## src/hw/scc_pkg.sv

```systemverilog
package scc_pkg;
	// =========================================================
	// register map
	localparam logic [7:0] SCC_ADDR_MGMT = 8'h00;
	localparam logic [7:0] SCC_ADDR_RESULT = 8'h04;
	localparam logic [7:0] SCC_ADDR_IRQEN = 8'h0c;
	localparam logic [7:0] SCC_ADDR_RAW = 8'h10;
	// =========================================================
	// management register fields
	localparam int SCC_GATE_BIT = 16;
	localparam int SCC_LVL_LSB = 13;
	localparam int SCC_REFSEL_BIT = 12;
	localparam int SCC_ENABLE_BIT = 11;
	localparam int SCC_DIV_LSB = 8;
	localparam int SCC_RES_BIT = 7;
	localparam int SCC_START_BIT = 6;
	localparam int SCC_DONE_BIT = 5;
	localparam int SCC_CHAN_LSB = 0;
	localparam int SCC_NUM_CHAN = 19;
	localparam logic [31:0] SCC_MGMT_RESET = 32'h0000_0000;
	localparam logic [18:0] SCC_FLAGS_RESET = 19'h0_0000;
	// =========================================================
	// timing
	localparam int SCC_WARMUP_US = 100;
	localparam int SCC_CLK_MHZ = 100;
	localparam int SCC_WARMUP_CYC = SCC_WARMUP_US * SCC_CLK_MHZ;
	localparam logic [4:0] SCC_STEPS_12 = 5'h10;
	localparam logic [4:0] SCC_STEPS_8 = 5'h0c;
	localparam logic [1:0] SCC_STEP_LAST = 2'h3;
	localparam logic [5:0] SCC_DIV_BY1 = 6'h00;
	// =========================================================
	// types
	typedef struct packed {
		logic gate;
		logic [2:0] level;
		logic ref_sel;
		logic enable;
		logic [2:0] div_sel;
		logic res;
		logic start;
		logic done;
		logic [4:0] chan;
	} scc_mgmt_t;
	typedef struct packed {
		logic start;
		logic [4:0] chan;
		logic res;
		logic powered;
		logic ref_sel;
		logic [2:0] level;
		logic gate;
	} scc_core_t;
	typedef enum logic [0:0] {
		SCC_IDLE = 1'b0,
		SCC_BUSY = 1'b1
	} scc_state_t;
endpackage

```

## src/hw/scc_top.sv

```systemverilog
`timescale 1ns/10ps
module scc_top (
	input wire logic hclk,
	input wire logic hresetn,
	input wire logic hsel,
	input wire logic [31:0] haddr,
	input wire logic [1:0] htrans,
	input wire logic hwrite,
	input wire logic [2:0] hsize,
	input wire logic [31:0] hwdata,
	input wire logic hready,
	output logic [31:0] hrdata,
	output logic hreadyout,
	output logic hresp,
	output scc_pkg::scc_core_t core_ctl,
	input wire logic core_done,
	input wire logic [11:0] core_result,
	output logic [15:0] pin_takeover,
	output logic irq
);
	import scc_pkg::*;

	// divider code to period in hclk cycles minus one
	function automatic logic [5:0] div_last(input logic [2:0] code);
		case (code)
			3'h1: div_last = 6'h01;
			3'h2: div_last = 6'h03;
			3'h3: div_last = 6'h07;
			3'h5: div_last = 6'h0f;
			3'h6: div_last = 6'h1f;
			default: div_last = SCC_DIV_BY1;
		endcase
	endfunction

	// =========================================================
	// bus address phase capture
	logic wr_pend_q, wr_pend_d;
	logic [7:0] addr_q, addr_d;
	logic [31:0] hrdata_q, hrdata_d;
	scc_mgmt_t mgmt_q, mgmt_d;
	logic [18:0] irqen_q, irqen_d, raw_q, raw_d;
	logic [11:0] result_q, result_d;
	scc_state_t state_q, state_d;
	logic [5:0] div_q, div_d;
	logic [1:0] sub_q, sub_d;
	logic [4:0] step_q, step_d;
	logic strobe_q, strobe_d;
	logic [15:0] take_q, take_d;
	logic irq_q, irq_d;
	logic done_s1_q, done_s2_q, done_s3_q;
	logic [11:0] res_s1_q, res_s2_q;
	logic conv_end, start_wr;
	logic [5:0] div_top;
	logic [4:0] steps;

	// done edge and result from the analog core pass two flip-flops
	always_ff @(posedge hclk or negedge hresetn) begin
		if (!hresetn) begin
			done_s1_q <= 1'b0;
			done_s2_q <= 1'b0;
			done_s3_q <= 1'b0;
			res_s1_q <= 12'h000;
			res_s2_q <= 12'h000;
		end else begin
			done_s1_q <= core_done;
			done_s2_q <= done_s1_q;
			done_s3_q <= done_s2_q;
			res_s1_q <= core_result;
			res_s2_q <= res_s1_q;
		end
	end

	// register file and bus next state
	always_comb begin
		wr_pend_d = 1'b0;
		addr_d = addr_q;
		hrdata_d = hrdata_q;
		mgmt_d = mgmt_q;
		irqen_d = irqen_q;
		raw_d = raw_q;
		result_d = result_q;
		start_wr = 1'b0;
		// writes land at the end of their data phase
		if (hsel && hready && htrans[1]) begin
			wr_pend_d = hwrite;
			addr_d = haddr[7:0];
		end
		if (wr_pend_q) begin
			unique case (addr_q)
				SCC_ADDR_MGMT: begin
					// done and start keep their own behaviour below
					mgmt_d = hwdata[16:0];
					mgmt_d.done = mgmt_q.done;
					mgmt_d.start = mgmt_q.start | hwdata[SCC_START_BIT];
					start_wr = hwdata[SCC_START_BIT] && !mgmt_q.start;
				end
				SCC_ADDR_IRQEN: irqen_d = hwdata[18:0];
				SCC_ADDR_RAW: raw_d = raw_q & hwdata[18:0];
				default: ;
			endcase
		end
		if (start_wr) begin
			mgmt_d.done = 1'b0;
		end
		if (conv_end) begin
			mgmt_d.start = 1'b0;
			mgmt_d.done = 1'b1;
			result_d = res_s2_q;
			if (mgmt_q.chan < 5'(SCC_NUM_CHAN)) begin
				raw_d[mgmt_q.chan] = 1'b1;
			end
		end
		if (!mgmt_d.enable) begin
			mgmt_d.start = 1'b0;
		end
		// read data is fetched in the address phase from the next values,
		// so it stands through the whole data phase with zero wait states
		// and already shows a write finishing in the same cycle
		if (hsel && hready && htrans[1] && !hwrite) begin
			unique case (haddr[7:0])
				SCC_ADDR_MGMT: hrdata_d = {15'h0000, mgmt_d};
				SCC_ADDR_RESULT: hrdata_d = {20'h00000, result_d};
				SCC_ADDR_IRQEN: hrdata_d = {13'h0000, irqen_d};
				SCC_ADDR_RAW: hrdata_d = {13'h0000, raw_d};
				default: hrdata_d = 32'h0000_0000;
			endcase
		end
	end

	always_ff @(posedge hclk or negedge hresetn) begin
		if (!hresetn) begin
			wr_pend_q <= 1'b0;
			addr_q <= 8'h00;
			hrdata_q <= 32'h0000_0000;
			mgmt_q <= scc_mgmt_t'(SCC_MGMT_RESET[16:0]);
			irqen_q <= SCC_FLAGS_RESET;
			raw_q <= SCC_FLAGS_RESET;
			result_q <= 12'h000;
		end else begin
			wr_pend_q <= wr_pend_d;
			addr_q <= addr_d;
			hrdata_q <= hrdata_d;
			mgmt_q <= mgmt_d;
			irqen_q <= irqen_d;
			raw_q <= raw_d;
			result_q <= result_d;
		end
	end

	// =========================================================
	// conversion sequencer: divided clock, four ticks per step
	assign div_top = div_last(mgmt_q.div_sel);
	assign steps = mgmt_q.res ? SCC_STEPS_12 : SCC_STEPS_8;
	assign conv_end = (state_q == SCC_BUSY) && (step_q == steps)
		&& done_s2_q && !done_s3_q;

	always_comb begin
		state_d = state_q;
		div_d = div_q;
		sub_d = sub_q;
		step_d = step_q;
		strobe_d = 1'b0;
		unique case (state_q)
			SCC_IDLE: begin
				if (mgmt_q.start && mgmt_q.enable) begin
					state_d = SCC_BUSY;
					div_d = 6'h00;
					sub_d = 2'h0;
					step_d = 5'h00;
					strobe_d = 1'b1;
				end
			end
			SCC_BUSY: begin
				if (!mgmt_q.enable || conv_end) begin
					state_d = SCC_IDLE;
				end else if (step_q != steps) begin
					if (div_q == div_top) begin
						div_d = 6'h00;
						sub_d = sub_q + 2'h1;
						if (sub_q == SCC_STEP_LAST) begin
							step_d = step_q + 5'h01;
						end
					end else begin
						div_d = div_q + 6'h01;
					end
				end
			end
		endcase
	end

	always_ff @(posedge hclk or negedge hresetn) begin
		if (!hresetn) begin
			state_q <= SCC_IDLE;
			div_q <= 6'h00;
			sub_q <= 2'h0;
			step_q <= 5'h00;
			strobe_q <= 1'b0;
		end else begin
			state_q <= state_d;
			div_q <= div_d;
			sub_q <= sub_d;
			step_q <= step_d;
			strobe_q <= strobe_d;
		end
	end

	// =========================================================
	// pin takeover and interrupt
	always_comb begin
		take_d = 16'h0000;
		if (mgmt_q.enable && mgmt_q.gate && !mgmt_q.chan[4]) begin
			take_d[mgmt_q.chan[3:0]] = 1'b1;
		end
		if (mgmt_q.ref_sel) begin
			take_d[0] = 1'b1;
		end
		irq_d = |(raw_q & irqen_q);
	end

	always_ff @(posedge hclk or negedge hresetn) begin
		if (!hresetn) begin
			take_q <= 16'h0000;
			irq_q <= 1'b0;
		end else begin
			take_q <= take_d;
			irq_q <= irq_d;
		end
	end

	// outputs
	assign hrdata = hrdata_q;
	assign hreadyout = 1'b1;
	assign hresp = 1'b0;
	assign pin_takeover = take_q;
	assign irq = irq_q;
	assign core_ctl = '{start: strobe_q, chan: mgmt_q.chan,
		res: mgmt_q.res, powered: mgmt_q.enable,
		ref_sel: mgmt_q.ref_sel, level: mgmt_q.level,
		gate: mgmt_q.gate};
endmodule // scc_top

```

## config.mk

```make
export PLATFORM = sky130hd
export DESIGN_NAME = scc_top
export DESIGN_NICKNAME = d
export VERILOG_FILES = /design/src/hw/scc_pkg.sv /design/src/hw/scc_top.sv
export SDC_FILE = /design/constraint.sdc
export NUM_CORES = 1
export LEC_CHECK = 0
export BUFFER_PORTS_ARGS = -buffer_cell sky130_fd_sc_hd__buf_2
export CORE_MARGIN = 8
export CORE_UTILIZATION = 40
export DETAILED_ROUTE_END_ITERATION = 10
export GPL_ROUTABILITY_DRIVEN = 0
export MAX_ROUTING_LAYER = met4
export SLEW_MARGIN = 20
export SYNTH_ARGS = -nofsm -noshare
export SYNTH_HDL_FRONTEND = slang
export SYNTH_SLANG_ARGS = --single-unit
```

## constraint.sdc

```tcl
create_clock -name hclk -period 2.8 [get_ports hclk]
set_clock_uncertainty 0.15 [all_clocks]
set_input_delay 0.28 -clock hclk [delete_from_list [all_inputs] [get_ports hclk]]
set_output_delay 0.28 -clock hclk [all_outputs]
set_load 0.005 [all_outputs]
```

Word-level counts from Yosys, hierarchy flattened. Index checks and enable logic that the tools add are counted.

Add/subtract/negate cells: 3. $lt $le $gt $ge: 5. Equal/unequal tests: 19. Mux-type cells: 44. Bitwise gates (word level): 5. Reduce and logical (&&, ||, !) cells: 24.

Operator list (count): 19-bit two-way mux (6); 19-bit one-hot mux with 4 select lines (1); 19-bit AND (2); 17-bit two-way mux (2); 5-bit two-way mux (6); 5-bit one-hot mux with 5 select lines (1); 6-bit two-way mux (4); 19-bit bitwise OR (1); 19-bit OR reduction (1); 8-bit by 4-bit == test with 1-bit output (second input constant) (2); 8-bit by 5-bit == test with 1-bit output (second input constant) (2); 8-bit logical NOT (2); 16-bit two-way mux (1); 1-bit logical AND (12); 12-bit two-way mux (1); 6-bit one-hot mux with 2 select lines (1); 1-bit two-way mux (11); 2-bit two-way mux (5); 5-bit one-hot mux with 2 select lines (1); 8-bit by 3-bit == test with 1-bit output (second input constant) (1); 6-bit by 1-bit adder with 6-bit output (second input constant) (1); 3-bit by 2-bit == test with 1-bit output (second input constant) (2); 3-bit == test (second input constant) (2); 6-bit == test (1); 24 further kinds (31).

Bits in registers: 167. Input port bits: 87. Output and inout port bits: 64. Logic and storage cells: 127.

Logic depth before layout (Yosys ltp).
Depth in word-level cells: 8. Mapped depth: 9. Gate-level depth less buffers: 8.

Least setup slack after synthesis. No wires, ideal clock.

Path kind: flip-flop to flip-flop. From: register addr_q[5]. To: register hrdata_q[12] (netlist: hrdata[12]). Library setup time: 0.130 ns. Arrival time: 2.232 ns. Required time: 2.520 ns. Slack: 0.288 ns. Stages on the path, launching flop included: 7. Period minus slack after synthesis: 2.512 ns. Cell sequence: dfrtp_1 or4_4 nor3_4 buf_4 mux2_2 a222oi_1 o21ai_1.

Elaborated cells between the ends (all ways): 13.

RTL lines: from (decl) (line scc_top.sv:38) `logic [7:0] addr_q, addr_d;`; from (signal assigned) (line scc_top.sv:141) `addr_q <= addr_d;`; 8-bit by 4-bit == test with 1-bit output (line scc_top.sv:89) `unique case (addr_q)`; 19-bit two-way mux (line scc_top.sv:89); 19-bit two-way mux (line scc_top.sv:88) `if (wr_pend_q) begin`; via irqen_d[12] (line scc_top.sv:41) `logic [18:0] irqen_q, irqen_d, raw_q, raw_d;`; 19-bit one-hot mux with 4 select lines (line scc_top.sv:120) `unique case (haddr[7:0])`; to (signal assigned) (line scc_top.sv:142) `hrdata_q <= hrdata_d;`; to (decl) (line scc_top.sv:39) `logic [31:0] hrdata_q, hrdata_d;`.

The timed path passes the listed nets, and every way through them passes these cells. A chain may end at the register's enable or synchronous reset.

Worst setup path after layout.
From: register addr_q[5]. To: register hrdata_q[7] (netlist: hrdata[7]).

Same word-level chain as after synthesis.

==> metrics.yaml <==
row_count: 47
max_slew_margin_pct: 45.8
vias: 5026
synth_ff_type: "dfrtp_1"
synth.distinct_cells: 62
p_total_mw: 5.00
ant_nets: 0
ir_drop_mv: 0.448
cts_buffer_depth: 2
grt_pass1_vias: 5229
drt_first_iter_violations: 277
globalRouteTotalUtil_pct: 17.3
path_buf_inv: 2
synth_largest_area_cell: "dfrtp_1"
dp_slack_ns: -0.00832
synth.top_cells.by_area: "dfrtp_1 57%, mux2_2 7.5%, o21ai_0 4.3%, buf_4 3.2%, nand2_1 2.5%"
grt_max_degree: 60
die_y_um: 146
setup_viol: 0
finalNetCount: 806
synth-seq-area-share_pct: 57.3
grt_pass1_wl_um: 28300
status: "finished clean"
avgSynthCellArea_um2: 11.5
rsz0062_at_grt: "no"
core-area_mm2: 0.0165
fillers: 1467
crit_family: "simple AND/OR/NAND/NOR gates"
max_freq_ghz: 0.372
synth-edff-count: 0
critical_path.max_stage_delay_ns: 0.57
cp-start-kind: "flop"
die_x_um: 146
dieArea_mm2: 0.0212
hold_violations: 0
path_cells: "or4_4 -> nor3_4 -> buf_12 -> mux2_2 -> a22o_1 -> nor3b_2 -> buf_4 -> o21ai_0"
post_cts_buffers: 0
hp-class: "primary input to flop"
wl_um: 17300
cp_data_required_time_ns: 2.93
numPortBuffers: 94
dr.pass1.iters: 6
antenna_found_initial: 0
endpoint_kind: "flop"
timing_worst_setup_path_type: "flop to flop"
dp_hpwl_um: 12500
cpMaxStageDelayCell: "or4_4"
wl_per_cell_um: 18.2
via_per_inst: 5.30
worstPathArrival_ns: 2.82
cap_viol_max_count: 0
fin_crit_sh_pct: 95.9
insertedDiodeCount: 0
clockRootBuffer: "clkbuf_16"
insertion_delay_ns: 0.43
cts.sinks: 154
cellPowerDensity_mw_per_mm2: 600
htree_levels: 4
gr-total-overflow: 0
post-route-min-period_ns: 2.69
async_flop_share_pct: 100
numCtsBuffers: 17
initial_core_util_pct: 40.7
yosys_warnings: 0
postSynthRegisterBits: 154
cts_tree: "built"
path_clk_slew_ns: 0.07
tightest_slew_ns: 0.810
cp_max_fo: 15
syn_inst: 583
area_growth_pct: 24.0
synthesis.area_mm2: 0.00673
synthDominantCellAreaShare_pct: 57.3
worst_slack_ns: 0.114
drive_gt1_share_pct: 30.1
ios: 151
drc: 0
p_leak_nw: 3.85
slew_viol_final: 0
[path summary, 6_finish.rpt]
kind | startpoint | end | slack, ns | depth (start not counted)
worst min-delay path | hwdata[0] | core_ctl[7]$_DFF_PN0_ | 0.02 | 2
worst max-delay path | addr_q[5]$_DFFE_PN0P_ | hrdata[7]$_DFFE_PN0P_ | 0.11 | 8
min in group asynchronous | hresetn | strobe_q$_DFF_PN0_ | 0.24 | 2
max in group asynchronous | hresetn | res_s2_q[11]$_DFF_PN0_ | 1.55 | 3
worst max register to register | addr_q[5]$_DFFE_PN0P_ | hrdata[7]$_DFFE_PN0P_ | 0.11 | 8
worst min register to register | res_s1_q[9]$_DFF_PN0_ | res_s2_q[9]$_DFF_PN0_ | 0.20 | 0
[logic make-up (layout without fill, tap and decap cells)]
group / after synthesis / count (layout) / synth area share, %
other cells: 2 / 15 / 0.112
buf+inv: 66 / 198 / 5.75
fa+ha+maj: 4 / 4 / 0.744
mux: 57 / 57 / 9.61
flops: 154 / 154 / 57.3
simple gates: 161 / 161 / 12.7
compound gates: 138 / 138 / 13.6
xor+xnor: 1 / 1 / 0.130
[where the power goes]
| part | internal (mW) | leakage (nW) | switching (mW) |
|---|---|---|---|
| logic | 0.185 | 1.65 | 0.214 |
| clock network | 1.24 | 0.278 | 0.954 |
| registers | 2.33 | 1.93 | 0.0800 |
| total | 3.75 | 3.85 | 1.25 |
[registers in the layout, indices dropped and copies added, names as in the netlist, 2 cells and up]
signal / cells
res_s2_q: 12
step_q: 5
mgmt_q: 5
div_q: 6
result_q: 12
raw_q: 19
res_s1_q: 12
irqen_q: 19
hrdata: 19
core_ctl: 12
pin_takeover: 16
addr_q: 8
sub_q: 2
[synth_stat cells (all sizes together) (7+ instances only)]
cell type and count:
nor2 39, nand3 11, dfrtp 154, inv 13, mux2i 8, buf 36, a22oi 7, o2bb2ai 10
and2 9, mux2 49, o21ai 65, clkbuf 17, a21oi 7, nor3 9, nand2 45
[layout by cell type, fill, tap and decap left out, types with 5 or more instances in the layout]
cell type      instances
a21oi_1                7
a222oi_1               6
a22oi_1                7
a31oi_1                6
and2_1                 9
buf_2                 93
buf_4                 21
clkbuf_16             17
conb_1                15
dfrtp_1              154
dlygate4sd3_1         35
inv_1                 13
mux2_2                45
mux2i_1                8
nand2_1               45
nand2b_1               5
nand3_1               11
nor2_1                39
nor3_1                 8
o21ai_0               56
o21ai_1                8
o2bb2ai_1             10
or3_1                  5
[layout make-up]
| class | instances | area [um^2] | area share [%] |
|---|---|---|---|
| flip-flops and latches | 154 | 3850 | 46.2 |
| multi-input cells | 376 | 2550 | 30.6 |
| repair buffers | 153 | 1040 | 12.5 |
| clock inverters | 15 | 144 | 1.72 |
| well taps | 220 | 275 | 3.30 |
| clock buffers | 17 | 425 | 5.10 |
| inverters | 13 | 48.8 | 0.585 |
[repair_timing]
action / CTS / global route
resized for setup: 1 / 4
hold buffers: 34 / 1
endpoints found under the setup margin: 1 / 3
cloned: 0 / 0
pin swaps: 0 / 1
endpoints found under the hold margin: 96 / 1
[layer usage]
| layer | share of wire (%) | up-vias | track usage, % |
|---|---|---|---|
| met5 | 0 | - | - |
| met4 | 1.4 | 0 | 6.30 |
| met3 | 5.4 | 23 | 4.01 |
| met2 | 48 | 163 | 26.6 |
| met1 | 46 | 2514 | 22.0 |
| li1 | - | 2326 | - |
[per-stage QoR]
stage          hold slack, ns  cell area [um^2]  utilization [%]  instances  TNS (ns)
5_1_grt               0.00911              8340             50.5        948         0
6_report               0.0219              8340             50.5        948         0
4_1_cts               0.00165              8320             50.4        947         0
3_3_place_gp            0.133              7410             44.8        881   -0.0173
3_5_place_dp            0.141              7410             44.8        881  -0.00832
2_1_floorplan          -0.166              6780                -        596         0
[worst register-to-register path: stages (launching register included)]
cell     delay (ns)
dfrtp_1        0.39
or4_4          0.57
nor3_4         0.21
buf_12         0.18
mux2_2         0.36
a22o_1         0.22
nor3b_2        0.25
buf_4          0.15
o21ai_0        0.06
Note: power is estimated with default switching activity, not from simulation.
